**src/pecs_regs.svh**
```systemverilog
`ifndef PECS_REGS_SVH
`define PECS_REGS_SVH
// Register block byte offsets
`define PECS_EVT_OFS 8'h00
`define PECS_FLT_OFS 8'h20
`define PECS_CNT_OFS 8'h40
`define PECS_SHD_OFS 8'h60
`define PECS_CTRL_OFS 8'h80
`define PECS_STAT_OFS 8'h84
// Control register fields
`define PECS_CTRL_EN_LSB 0
`define PECS_CTRL_NS_BIT 8
`define PECS_CTRL_CAP_BIT 16
`define PECS_CTRL_RESET 32'h0000_0000
// Status register fields
`define PECS_STAT_HOLD_BIT 0
`define PECS_STAT_PEND_LSB 8
// Filter register fields
`define PECS_FLT_TYPE_MSB 31
`define PECS_FLT_TYPE_LSB 30
`define PECS_FLT_ENC_BIT 29
`define PECS_FLT_VAL_MSB 15
`define PECS_FLT_RESET 32'h0000_0000
`define PECS_EVT_RESET 8'h00
// Event codes
`define PECS_EV_ACC 8'h80
`define PECS_EV_COUNTER_OVERFLOW_EVENT 8'h81
`define PECS_EV_SET_VIRT 8'h88
`define PECS_EV_REL_VIRT 8'h89
`define PECS_EV_ACT_VLPI 8'h8a
`define PECS_EV_ACT_VSGI 8'h8b
`define PECS_EV_SET_COMP 8'h8c
`define PECS_EV_RT_FIRST 8'h90
`define PECS_EV_RT_DEACT 8'h93
`define PECS_EV_RT_PEND 8'h94
`define PECS_EV_RT_ACT 8'h95
`endif

```
**src/pecs_pkg.sv**
```systemverilog
package pecs_pkg;
  // Filter match subject
  typedef enum logic [1:0] {
    PECS_SUBJ_CORE = 2'h0,
    PECS_SUBJ_INTID = 2'h1,
    PECS_SUBJ_CHIP = 2'h2,
    PECS_SUBJ_NONE = 2'h3
  } pecs_subj_t;
  // Low-power channel handshake states
  typedef enum logic [2:0] {
    PECS_QC_RUN = 3'h1,
    PECS_QC_STOP = 3'h2,
    PECS_QC_DENY = 3'h4
  } pecs_qc_t;
endpackage

```
**src/pecs_slot_if.sv**
```systemverilog
`timescale 1ns/1ns
`default_nettype none
interface pecs_slot_if #(parameter int W = 32);
  logic en;
  logic load;
  logic capture;
  logic ovf_ok;
  logic [W-1:0] load_val;
  logic [W-1:0] inc;
  logic [W-1:0] count;
  logic [W-1:0] shadow;
  logic ovf;
  modport slot (input en, load, capture, ovf_ok, load_val, inc, output count, shadow, ovf);
  modport ctrl (output en, load, capture, ovf_ok, load_val, inc, input count, shadow, ovf);
endinterface
`default_nettype wire

```
**src/pecs_filter_match.sv**
```systemverilog
`timescale 1ns/1ns
`default_nettype none
`include "pecs_regs.svh"
module pecs_filter_match
  import pecs_pkg::*;
(
  // Filter setup
  input wire logic [31:0] cfg,
  // Event attributes
  input wire logic [15:0] core,
  input wire logic [15:0] intid,
  input wire logic [15:0] chip,
  // Result
  output logic hit
);
  logic [15:0] val;
  logic [15:0] subj;
  logic [15:0] care;
  pecs_subj_t typ;

  // Subject pick, exact or masked-range compare
  always_comb begin
    typ = pecs_subj_t'(cfg[`PECS_FLT_TYPE_MSB:`PECS_FLT_TYPE_LSB]);
    val = cfg[`PECS_FLT_VAL_MSB:0];
    unique case (typ)
      PECS_SUBJ_CORE: subj = core;
      PECS_SUBJ_INTID: subj = intid;
      PECS_SUBJ_CHIP: subj = chip;
      PECS_SUBJ_NONE: subj = 16'h0000;
    endcase
    // Range mode ignores bits up to the first zero
    care = cfg[`PECS_FLT_ENC_BIT] ? 16'hffff : ~(val ^ (val + 16'h0001));
    hit = (typ == PECS_SUBJ_NONE) || ((subj & care) == (val & care));
  end
endmodule // pecs_filter_match
`default_nettype wire

```
**src/pecs_counter_slot.sv**
```systemverilog
`timescale 1ns/1ns
`default_nettype none
module pecs_counter_slot #(
  parameter int W = 32
) (
  // Clocking
  input wire logic sys_clk,
  input wire logic rst_n,
  input wire logic ce,
  // Counter controls
  pecs_slot_if.slot s
);
  logic [W-1:0] count_reg, count_next, shadow_reg, shadow_next;
  logic ovf_reg, ovf_next;
  logic [W:0] sum;

  // Next count, wrap flag and shadow
  always_comb begin
    sum = {1'b0, count_reg} + {1'b0, s.inc};
    count_next = count_reg;
    ovf_next = 1'b0;
    if (s.load) begin
      count_next = s.load_val;
    end else if (s.en) begin
      count_next = sum[W-1:0];
      ovf_next = s.ovf_ok & sum[W];
    end
    shadow_next = s.capture ? count_reg : shadow_reg;
  end

  // State registers
  always_ff @(posedge sys_clk) begin
    if (!rst_n) begin
      count_reg <= '0;
      shadow_reg <= '0;
      ovf_reg <= 1'b0;
    end else if (ce) begin
      count_reg <= count_next;
      shadow_reg <= shadow_next;
      ovf_reg <= ovf_next;
    end
  end

  assign s.count = count_reg;
  assign s.shadow = shadow_reg;
  assign s.ovf = ovf_reg;
endmodule // pecs_counter_slot
`default_nettype wire

```
**src/pecs_top.sv**
```systemverilog
// Operation
// - Code 0x80 adds counter n-1 minus counter n-2 each cycle, no clock gating.
// - Code 0x81 counts overflows of counter n-1, unless that one counts overflows.
// - Code 0x8C counts set then activate, and decrements on release.
// - Real-time events 0x90 to 0x93 use filter register three; 0x94 and 0x95 are not filtered.
// - Code 0x93 counts nothing while filter register three is set.
// - Code 0x94 adds pending real-time count per cycle; low-power requests refused.
// - Code 0x95 adds active real-time count per cycle; low-power requests refused.
// - Five counters, each with a 32-bit shadow value register.
// - Shadow holds the captured counter value until the next capture.
// - Event type registers need secure access while the nonsecure bit is 0.
// - Shadow registers need secure access while the nonsecure bit is 0.
// - Filter type selects core, identifier, chip, or no effect.
// - Encoding 1 matches exactly; 0 ignores low bits up to first zero.
`timescale 1ns/1ns
`default_nettype none
`include "pecs_regs.svh"
module pecs_top
  import pecs_pkg::*;
#(
  parameter int NUM_CNT = 5,
  parameter int CNT_W = 32,
  parameter int RT_CNT_W = 8
) (
  // Clock, reset, enable
  input wire logic sys_clk,
  input wire logic rst_n,
  input wire logic ce,
  // Avalon-MM slave
  input wire logic [7:0] avs_address,
  input wire logic avs_read,
  input wire logic avs_write,
  input wire logic [31:0] avs_writedata,
  input wire logic [3:0] avs_byteenable,
  input wire logic avs_secure,
  output logic [31:0] avs_readdata,
  output logic avs_waitrequest,
  // General event report
  input wire logic ev_valid,
  input wire logic [7:0] ev_code,
  input wire logic [15:0] ev_core,
  input wire logic [15:0] ev_intid,
  input wire logic [15:0] ev_chip,
  // Real-time shared interrupt report
  input wire logic rt_valid,
  input wire logic [7:0] rt_code,
  input wire logic [15:0] rt_target,
  input wire logic [15:0] rt_intid,
  input wire logic [RT_CNT_W-1:0] rt_pend_cnt,
  input wire logic [RT_CNT_W-1:0] rt_act_cnt,
  output logic [31:0] rt_filter_cfg,
  // Shadow capture strobe
  input wire logic shadow_capture,
  // Low-power channel
  input wire logic qreqn,
  output logic qacceptn,
  output logic qdenyn,
  output logic qactive
);
  localparam int IW = $clog2(NUM_CNT);

  logic [7:0] evt_reg [NUM_CNT];
  logic [7:0] evt_next [NUM_CNT];
  logic [31:0] flt_reg [NUM_CNT];
  logic [31:0] flt_next [NUM_CNT];
  logic [31:0] ctrl_reg, ctrl_next;
  logic [31:0] rdata_reg, rdata_next;
  logic ack_reg, ack_next;
  logic [NUM_CNT-1:0] pend_reg;
  logic set_pend_next [NUM_CNT];
  pecs_qc_t qc_reg, qc_next;

  logic [CNT_W-1:0] cnt_val [NUM_CNT];
  logic [CNT_W-1:0] shd_val [NUM_CNT];
  logic [CNT_W-1:0] inc_val [NUM_CNT];
  logic ovf_ok [NUM_CNT];
  logic [NUM_CNT-1:0] ovf_val, flt_hit, cnt_load;
  logic rt_hit, rt_filter_set, hold, sel_pend, sel_act;
  logic req, wr_take, sec_ok, cap_req;
  logic [2:0] blk;
  logic [IW-1:0] idx;
  logic idx_ok;
  logic [31:0] wmask;

  pecs_slot_if #(.W(CNT_W)) slot [NUM_CNT] ();

  // Bus decode and byte lanes
  assign req = avs_read | avs_write;
  assign wr_take = avs_write & ack_reg;
  assign blk = avs_address[7:5];
  assign idx = avs_address[IW+1:2];
  assign idx_ok = (avs_address[4:2] < 3'(NUM_CNT));
  assign sec_ok = ctrl_reg[`PECS_CTRL_NS_BIT] | avs_secure;
  assign wmask = {{8{avs_byteenable[3]}}, {8{avs_byteenable[2]}}, {8{avs_byteenable[1]}}, {8{avs_byteenable[0]}}};
  assign avs_waitrequest = req & ~ack_reg;
  assign avs_readdata = rdata_reg;
  assign cap_req = shadow_capture | (wr_take & (avs_address == `PECS_CTRL_OFS) & avs_byteenable[2]
                                     & avs_writedata[`PECS_CTRL_CAP_BIT]);

  // Real-time filtering always through filter register three
  assign rt_filter_cfg = flt_reg[3];
  assign rt_filter_set = flt_reg[3][`PECS_FLT_TYPE_MSB:`PECS_FLT_TYPE_LSB] != PECS_SUBJ_NONE;
  pecs_filter_match u_rt_match (
    .cfg(flt_reg[3]),
    .core(rt_target),
    .intid(rt_intid),
    .chip(16'h0000),
    .hit(rt_hit)
  );

  // Counter slots and per-counter increment
  genvar n;
  generate
    for (n = 0; n < NUM_CNT; n++) begin : g_cnt
      logic [CNT_W-1:0] acc_diff;
      logic prev_ovf;
      logic prev_is_counter_overflow_event;
      if (n >= 2) begin : g_acc
        assign acc_diff = cnt_val[n-1] - cnt_val[n-2];
      end else begin : g_noacc
        assign acc_diff = '0;
      end
      if (n >= 1) begin : g_ovf
        assign prev_ovf = ovf_val[n-1];
        assign prev_is_counter_overflow_event = (evt_reg[n-1] == `PECS_EV_COUNTER_OVERFLOW_EVENT);
      end else begin : g_noovf
        assign prev_ovf = 1'b0;
        assign prev_is_counter_overflow_event = 1'b0;
      end

      pecs_filter_match u_match (
        .cfg(flt_reg[n]),
        .core(ev_core),
        .intid(ev_intid),
        .chip(ev_chip),
        .hit(flt_hit[n])
      );

      pecs_counter_slot #(.W(CNT_W)) u_slot (
        .sys_clk(sys_clk),
        .rst_n(rst_n),
        .ce(ce),
        .s(slot[n].slot)
      );

      assign cnt_load[n] = wr_take & (blk == 3'h2) & (idx == IW'(n));
      assign slot[n].en = ctrl_reg[`PECS_CTRL_EN_LSB + n];
      assign slot[n].load = cnt_load[n];
      assign slot[n].load_val = (cnt_val[n] & ~wmask) | (avs_writedata & wmask);
      assign slot[n].capture = cap_req;
      assign slot[n].inc = inc_val[n];
      assign slot[n].ovf_ok = ovf_ok[n];
      assign cnt_val[n] = slot[n].count;
      assign shd_val[n] = slot[n].shadow;
      assign ovf_val[n] = slot[n].ovf;

      // Event qualification for this counter
      always_comb begin
        inc_val[n] = '0;
        ovf_ok[n] = 1'b1;
        set_pend_next[n] = pend_reg[n];
        case (evt_reg[n])
          `PECS_EV_ACC: inc_val[n] = acc_diff;
          `PECS_EV_COUNTER_OVERFLOW_EVENT: inc_val[n] = CNT_W'(prev_ovf & ~prev_is_counter_overflow_event);
          `PECS_EV_SET_COMP: begin
            if (ev_valid & flt_hit[n]) begin
              if (ev_code == `PECS_EV_SET_VIRT) begin
                set_pend_next[n] = 1'b1;
              end else if (pend_reg[n] & ((ev_code == `PECS_EV_ACT_VLPI) | (ev_code == `PECS_EV_ACT_VSGI))) begin
                inc_val[n] = CNT_W'(1);
                set_pend_next[n] = 1'b0;
              end else if (ev_code == `PECS_EV_REL_VIRT) begin
                inc_val[n] = '1;
                ovf_ok[n] = 1'b0;
              end
            end
          end
          `PECS_EV_RT_DEACT: inc_val[n] = CNT_W'(rt_valid & (rt_code == evt_reg[n]) & ~rt_filter_set);
          `PECS_EV_RT_PEND: inc_val[n] = CNT_W'(rt_pend_cnt);
          `PECS_EV_RT_ACT: inc_val[n] = CNT_W'(rt_act_cnt);
          default: begin
            if ((evt_reg[n] >= `PECS_EV_RT_FIRST) & (evt_reg[n] < `PECS_EV_RT_DEACT)) begin
              inc_val[n] = CNT_W'(rt_valid & (rt_code == evt_reg[n]) & rt_hit);
            end else begin
              inc_val[n] = CNT_W'(ev_valid & (ev_code == evt_reg[n]) & flt_hit[n]);
            end
          end
        endcase
      end
    end
  endgenerate

  // Selections that keep the clock running
  always_comb begin
    sel_pend = 1'b0;
    sel_act = 1'b0;
    hold = 1'b0;
    for (int i = 0; i < NUM_CNT; i++) begin
      sel_pend |= (evt_reg[i] == `PECS_EV_RT_PEND);
      sel_act |= (evt_reg[i] == `PECS_EV_RT_ACT);
      hold |= (evt_reg[i] == `PECS_EV_ACC);
    end
    hold = hold | sel_pend | sel_act;
  end

  // Low-power channel handshake
  always_comb begin
    qc_next = qc_reg;
    unique case (qc_reg)
      PECS_QC_RUN: if (!qreqn) qc_next = hold ? PECS_QC_DENY : PECS_QC_STOP;
      PECS_QC_STOP: if (qreqn) qc_next = PECS_QC_RUN;
      PECS_QC_DENY: if (qreqn) qc_next = PECS_QC_RUN;
      default: qc_next = PECS_QC_RUN;
    endcase
  end
  assign qacceptn = (qc_reg != PECS_QC_STOP);
  assign qdenyn = (qc_reg != PECS_QC_DENY);
  assign qactive = hold;

  // Register writes and read data
  always_comb begin
    evt_next = evt_reg;
    flt_next = flt_reg;
    ctrl_next = ctrl_reg;
    ack_next = req & ~ack_reg;
    rdata_next = rdata_reg;
    if (wr_take) begin
      unique case (blk)
        3'h0: if (idx_ok & sec_ok & avs_byteenable[0]) evt_next[idx] = avs_writedata[7:0];
        3'h1: if (idx_ok & sec_ok) flt_next[idx] = ((flt_reg[idx] & ~wmask) | (avs_writedata & wmask))
                                                   & 32'he000_ffff;
        3'h4: if (avs_address == `PECS_CTRL_OFS) begin
          ctrl_next = ((ctrl_reg & ~wmask) | (avs_writedata & wmask)) & 32'h0000_011f;
        end
        default: ;
      endcase
    end
    if (req & ~ack_reg) begin
      rdata_next = 32'h0000_0000;
      unique case (blk)
        3'h0: if (idx_ok & sec_ok) rdata_next = {24'h000000, evt_reg[idx]};
        3'h1: if (idx_ok & sec_ok) rdata_next = flt_reg[idx];
        3'h2: if (idx_ok) rdata_next = cnt_val[idx];
        3'h3: if (idx_ok & sec_ok) rdata_next = shd_val[idx];
        3'h4: begin
          if (avs_address == `PECS_CTRL_OFS) rdata_next = ctrl_reg;
          if (avs_address == `PECS_STAT_OFS) begin
            rdata_next = {19'h00000, NUM_CNT'(pend_reg), 7'h00, hold};
          end
        end
        default: ;
      endcase
    end
  end

  // State registers
  always_ff @(posedge sys_clk) begin
    if (!rst_n) begin
      for (int i = 0; i < NUM_CNT; i++) begin
        evt_reg[i] <= `PECS_EVT_RESET;
        flt_reg[i] <= `PECS_FLT_RESET;
      end
      ctrl_reg <= `PECS_CTRL_RESET;
      rdata_reg <= 32'h0000_0000;
      ack_reg <= 1'b0;
      pend_reg <= '0;
      qc_reg <= PECS_QC_RUN;
    end else if (ce) begin
      evt_reg <= evt_next;
      flt_reg <= flt_next;
      ctrl_reg <= ctrl_next;
      rdata_reg <= rdata_next;
      ack_reg <= ack_next;
      for (int i = 0; i < NUM_CNT; i++) begin
        pend_reg[i] <= set_pend_next[i];
      end
      qc_reg <= qc_next;
    end
  end
endmodule // pecs_top
`default_nettype wire

```
**config.mk**
```make
export PLATFORM = sky130hd
export DESIGN_NAME = pecs_top
export DESIGN_NICKNAME = d
export VERILOG_FILES = /design/src/pecs_pkg.sv /design/src/pecs_slot_if.sv /design/src/pecs_filter_match.sv /design/src/pecs_counter_slot.sv /design/src/pecs_top.sv
export VERILOG_INCLUDE_DIRS = /design/src /design/src/src
export SDC_FILE = /design/constraint.sdc
export NUM_CORES = 2
export LEC_CHECK = 0
export BUFFER_PORTS_ARGS = -buffer_cell sky130_fd_sc_hd__buf_4
export CORE_MARGIN = 2
export CORE_UTILIZATION = 56
export DETAILED_ROUTE_END_ITERATION = 6
export GPL_ROUTABILITY_DRIVEN = 1
export PLACE_DENSITY = 0.74
export SYNTH_ARGS = -nofsm -noshare
export SYNTH_HDL_FRONTEND = slang
export SYNTH_HIERARCHICAL = 1
export SYNTH_SLANG_ARGS = --single-unit
```
**constraint.sdc**
```tcl
create_clock -name sys_clk -period 7.3 [get_ports sys_clk]
set_input_delay 1.46 -clock sys_clk [delete_from_list [all_inputs] [get_ports sys_clk]]
set_output_delay 1.46 -clock sys_clk [all_outputs]
set_load 0.03 [all_outputs]
```
======== After elaboration in Yosys (flattened, before gate mapping) ========
Index checks and enable logic that the tools add are counted.
storage, ports and cells
  register bits ........................... 571
  latch bits .............................. 0
  RAM bits ................................ 0
  memory bits (read-only) ................. 0
  input port bits ......................... 166
  output and inout port bits .............. 68
  logic and storage cells ................. 419
  memories ................................ 0
cells by class
  add/subtract/negate cells ............... 13
  multipliers ............................. 0
  div/mod/pow operators ................... 0
  order comparisons ....................... 13
  equal/unequal tests ..................... 83
  shifts and indexed selects .............. 0
  multiplexer cells ....................... 111
  bitwise operators ....................... 123
  reductions and logical operators ........ 43
operators with widths
  cell                     count
  $mux W32                 37
  $pmux W32 S6             4
  $and A32 B32 Y32         12
  $pmux W16 S4             5
  $pmux W32 S5             2
  $bmux W32 S3             3
  $eq A8 B8 Y1 const B     36
  $or A32 B32 Y32          6
  $and A16 B16 Y16         11
  $bwmux W160              1
  $not A1 Y32              5
  $add A32 B32 Y33         4
  $and A1 B32 Y32          4
  $demux W32 S3            1
  $eq A16 B16 Y1           6
  $sub A32 B32 Y32         3
  $add A16 B1 Y16 const B  5
  $eq A8 B8 Y1             10
  $mux W16                 5
  $not A16 Y16             5
  $xor A16 B16 Y16         5
  $and A1 B1 Y1            52
  $pmux W16 S3             1
  $bwmux W40               1
  other kinds (37)         162

======== Depth between registers and ports, before layout ========
  word-level depth ........................ 14
  depth in mapped cells ................... 26
  gate-level depth less buffers ........... 25

======== By module ========
The synthesis kept the hierarchy.
modules (own cells, without submodules)
  module                                   instances  cells each  area an instance (um^2)  seq. area each (um^2)
  pecs_top                                 1          2631        19975.4                  3643.5
  pecs_counter_slot (g_cnt[0].u_slot ...)  4          564         4285.4                   1301.2
  pecs_filter_match                        6          104         845.8                    0.0
  pecs_counter_slot (g_cnt[1].u_slot)      1          565         4380.5                   1301.2

======== Worst setup path after synthesis ========
Ideal clock, no wire load.
  kind .................................... input to register
  from .................................... in ev_chip[14]
  to ...................................... reg g_cnt[1].u_slot.ovf_reg
  library setup time ...................... 0.117 ns
  arrival ................................. 5.447 ns
  required time ........................... 7.183 ns
  path slack .............................. 1.736 ns
  stages .................................. 20
  buffers on the path ..................... 1
  cells stage by stage .................... mux2i_1 > o21ai_0 > xnor2_2 > nand3_1 > a221oi_2 > a41o_1 > nand2_1 > nor3_1 > nand2_1 > inv_1 > ha_1 > buf_2 > a21oi_1 > o21ai_1 > a311oi_2 > a31oi_2 > and4_1 > a2111oi_2 > o21ai_1 > a32o_1
between the ends
  elaborated cells on any way between the ends .. 15
  classes of those cells .................. add/sub (1); eq/ne (1); mux (8); bitwise (4); reduce/logical (1)
RTL lines
  element               RTL line                 text
  start, declared       pecs_top.sv:43           input wire logic [15:0] ev_chip,
  $pmux W16 S4          pecs_filter_match.sv:25  unique case (typ)
  $and A16 B16 Y16      pecs_filter_match.sv:33  hit = (typ == PECS_SUBJ_NONE) || ((subj & care) == (val & care));
  $eq A16 B16 Y1        pecs_filter_match.sv:33
  $logic_or A1 B1 Y1    pecs_filter_match.sv:33
  net flt_hit[1]        pecs_top.sv:77           logic [NUM_CNT-1:0] ovf_val, flt_hit, cnt_load;
  $and A1 B1 Y1         pecs_top.sv:166          if (ev_valid & flt_hit[n]) begin
  $mux W1               pecs_top.sv:166
  $mux W1               pecs_top.sv:162          case (evt_reg[n])
  net slot[1].ovf_ok    pecs_slot_if.sv:7        logic ovf_ok;
  $and A1 B1 Y1         pecs_counter_slot.sv:26  ovf_next = s.ovf_ok & sum[W];
  $mux W1               pecs_counter_slot.sv:24  end else if (s.en) begin
  $mux W1               pecs_counter_slot.sv:22  if (s.load) begin
  end signal, assigned  pecs_counter_slot.sv:40  ovf_reg <= ovf_next;
  end, declared         pecs_counter_slot.sv:14  logic ovf_reg, ovf_next;
The timed path passes the listed nets, and every way through them passes these cells.
A chain may end at the register's enable or synchronous reset.

======== Worst setup path in the final report ========
  from .................................... reg flt_reg[158] (netlist name)
  to ...................................... reg g_cnt[0].u_slot.count_reg[28]
between the ends
  cells in the longest elaborated chain, start to end .. 11
  elaborated cells on any way between the ends .. 16
  classes of those cells .................. add/sub (1); eq/ne (4); mux (6); bitwise (3); reduce/logical (2)
ends and longest elaborated chain
  element                               RTL line                                          text
  start, declared                       pecs_top.sv:64                                    logic [31:0] flt_reg [NUM_CNT];
  start signal, assigned by index       pecs_top.sv:261                                   flt_reg[i] <= `PECS_FLT_RESET;
  start signal, assigned                pecs_top.sv:270                                   flt_reg <= flt_next;
  $eq A2 B2 Y1 (tied with other cells)  pecs_filter_match.sv:25, pecs_filter_match.sv:33
  $pmux W16 S4                          pecs_filter_match.sv:25
  $and A16 B16 Y16                      pecs_filter_match.sv:33
  $eq A16 B16 Y1                        pecs_filter_match.sv:33
  $logic_or A1 B1 Y1 (*)                pecs_filter_match.sv:33
  net flt_hit[0]                        pecs_top.sv:77
  $and A1 B1 Y1 (on tied branches)      pecs_top.sv:185, pecs_top.sv:166
  $mux W1 or $mux W32 (tied branches)   pecs_top.sv:182, pecs_top.sv:166
  $pmux W32 S5 (*)                      pecs_top.sv:162
  net slot[0].inc[0]                    pecs_slot_if.sv:9                                 logic [W-1:0] inc;
  $add A32 B32 Y33 (*)                  pecs_counter_slot.sv:19                           sum = {1'b0, count_reg} + {1'b0, s.inc};
  $mux W32 (*)                          pecs_counter_slot.sv:24
  $mux W32 (*)                          pecs_counter_slot.sv:22
  end signal, assigned                  pecs_counter_slot.sv:38                           count_reg <= count_next;
  end, declared                         pecs_counter_slot.sv:13                           logic [W-1:0] count_reg, count_next, shadow_reg, shadow_next;
Mark *: on every way through the listed nets, which the timed path passes. The rest lies on a longest branch. The select of a mux whose other input is x is not followed.

==> flow_metrics.tcl <==
set metrics [dict create \
    outcome "completed" \
    clk_pin_slew_ns 0.06 \
    dr.pass1.iters 6 \
    fin_crit_sh 0.8642 \
    cp_max_fo 17 \
    grt_start_max_net_pins 100 \
    rr_startpoint "flt_reg[158]" \
    crit_type "flop to flop" \
    slew_viol_final 0 \
    final_area_sq_um 50240 \
    cp.arrival_ns 6.88 \
    leakagePower_nw 18.70 \
    antenna_left 0 \
    via_per_inst 6.832 \
    relSlewSlack 0.1011 \
    postCtsSetupRepairBufs 0 \
    ctsResizeCount 0 \
    syn2layout_area_growth_pct 8.048 \
    clock_tree.root_cell "clkbuf_16" \
    syn_area_sq_um 46500 \
    p_comb_frac 0.103 \
    drt-wirelength-per-cell_microns 26.79 \
    critPathRequiredTime_ns 7.88 \
    grt_pass1_vias 45200 \
    crit_chain "buf_4 > and2b_4 > o2bb2ai_1 > mux2i_1 > o221ai_1 > nor4_1 > a41o_1 > nand2_1 > or3_1 > o32ai_1 > o31ai_1 > o21ai_0 > ha_1 > inv_1 > fa_1 > nor2b_4 > o2111a_1 > o2111a_1 > o311ai_1 > a21oi_1 > a21oi_2 > xor2_1 > a221oi_1" \
    switching_share 0.2819 \
    nets 6437 \
    worst_path_largest_cell_delay_ns 0.80 \
    critical_path_buf_inv_count 2 \
    slowest_stage "dfxtp_1" \
    whs_path_depth 2 \
    multi_input_area_sq_um 33520 \
    setup_viol 0 \
    power_density_nw_per_um2 131.0 \
    track_usage 0.4324 \
    reg2regPathDepth 23 \
    grt_setup_unrepaired "no" \
    fill_cells 7566 \
    fp.dieW_microns 292.2 \
    max_freq_ghz 0.1585 \
    die_h_microns 292.2 \
    maxCapViolations 0 \
    r2r-end "g_cnt[0].u_slot/s.count[28]" \
    grt_overflow 0 \
    die-area_sq_um 85360 \
    via_count 48690 \
    cts_hold_buf 0 \
    crit_top_cell "o2111a_1" \
    ios 234 \
    fin_setup_tns_ns 0 \
    cts_inserted_buffers 61 \
    dpl.hpwl_microns 144100 \
    drt_wl_total_microns 190900 \
    core.rowCount 105 \
    p_seq_frac 0.420 \
    clk_latency_ns 0.69 \
    start_util 0.5663 \
    end_kind "flop" \
    max-clock-path-buffers 3 \
    cts_tree "done" \
    routabilityCongestion 1.019 \
    p_sw_mw 1.855 \
    antenna_found_initial 4 \
    cts.sinks 506 \
    syn_inst 6067 \
    yosys_warnings 6 \
    port_buffers 220 \
    cts_max_level 2 \
    reg2reg_slack_ns 0.99 \
    period_minus_slack_ns 6.308 \
    p_int_mw 4.726 \
    holdPathEnd "g_cnt[0].u_slot/s.shadow[24]" \
    synth.avg_cell_area_sq_um 7.665 \
    dpl-instance-area_sq_um 48220 \
    drc_errors 0 \
    hp-class "flop to flop" \
    hold_start "g_cnt[0].u_slot/s.shadow[24]" \
    finClkSkew_ns 0.04834 \
    drive_above_1_share 0.1102 \
    peakVddDrop_mv 0.1962 \
    core_sq_um 82110 \
    grt_pass1_wl_microns 284700 \
    power.clock.fraction 0.477 \
    start_kind "flop" \
    hold_viol 0 \
    hold-worst-slack_ns 0.4517 \
    regArea_sq_um 10130 \
    drtIter0Drc 5671 \
    critPathTopFamily "compound AO/OA/AOI/OAI gates" \
    worst_pin_slew_ns 1.338 \
]
[how the worst max path moves through the flow]
stage	from	endpoint	cells after the start
after floorplan	ev_chip[14]	g_cnt[1].u_slot/s.ovf	20
after global placement	ev_core[1]	g_cnt[4].u_slot/s.count[28]	23
after detailed placement	ev_chip[10]	g_cnt[0].u_slot/s.count[28]	23
after CTS	flt_reg[158]	g_cnt[0].u_slot/s.count[28]	23
after global routing	flt_reg[31]	g_cnt[4].u_slot/s.count[28]	23
final	flt_reg[158]	g_cnt[0].u_slot/s.count[28]	23
[placed cells by master (no fill, tap or decap), types with 31 or more instances in the layout]
cell       instances
nand3_1          115
a31oi_1           60
o21a_1            46
mux4_2            91
nand3b_1          67
o221ai_1          32
nand2b_1          60
o21ai_1           83
and3_1            75
o211ai_1          65
a22oi_1          106
mux2i_1          197
nand2_1          816
a21oi_1          463
nor3_1            64
clkbuf_16         61
ha_1             259
nor2b_1           92
xnor2_1          194
xor2_1           148
nand4_1           71
or3_1             49
inv_1            237
dfxtp_1          504
a21o_1           104
a221oi_1          31
o21ai_0          570
nor2_1           239
a21boi_0          54
a211oi_1          43
and2_1           130
o2bb2ai_1         43
buf_4            302
[power groups by stage]
stage               clock network [mW]  registers, mW  logic (mW)
floorplan                            0           2.83       0.365
global placement                     0           2.83       0.645
detailed placement                   0           2.83       0.649
CTS                               3.14           2.77       0.651
global route                      3.24           2.77       0.699
finish                            3.14           2.77       0.678
[per-layer routing]
metal,global-route usage,part of all wire,up-vias
met5,0,0.000068,-
met2,0.6669,0.43,3011
met3,0.07604,0.094,855
met1,0.5237,0.37,22890
met4,0.3686,0.10,2
li1,-,-,21930
[area by class of cell]
type / instances / area share
Antenna cell: 4 / 0.0001992
Tap cell: 1070 / 0.02665
Clock inverter: 29 / 0.005952
Multi-Input combinational cell: 4887 / 0.6672
Timing Repair Buffer: 305 / 0.04602
Sequential cell: 506 / 0.2017
Clock buffer: 82 / 0.03414
Inverter: 243 / 0.01820
[tightest hold or removal path: stages (launching register included)]
cell and delay (ns):
dfxtp_1 0.30, nand2_1 0.05, a21oi_1 0.05
[stage by stage]
stage	setup WS [ns]	total power, mW	util	instances
floorplan	1.736	3.192	-	6095
global placement	0.6447	3.473	0.5873	7011
detailed placement	0.6086	3.477	0.5873	7011
CTS	1.205	6.555	0.6118	7122
global route	0.7382	6.709	0.6118	7123
finish	0.9915	6.581	0.6119	7126
No activity file was read; power rests on OpenSTA's default activity.
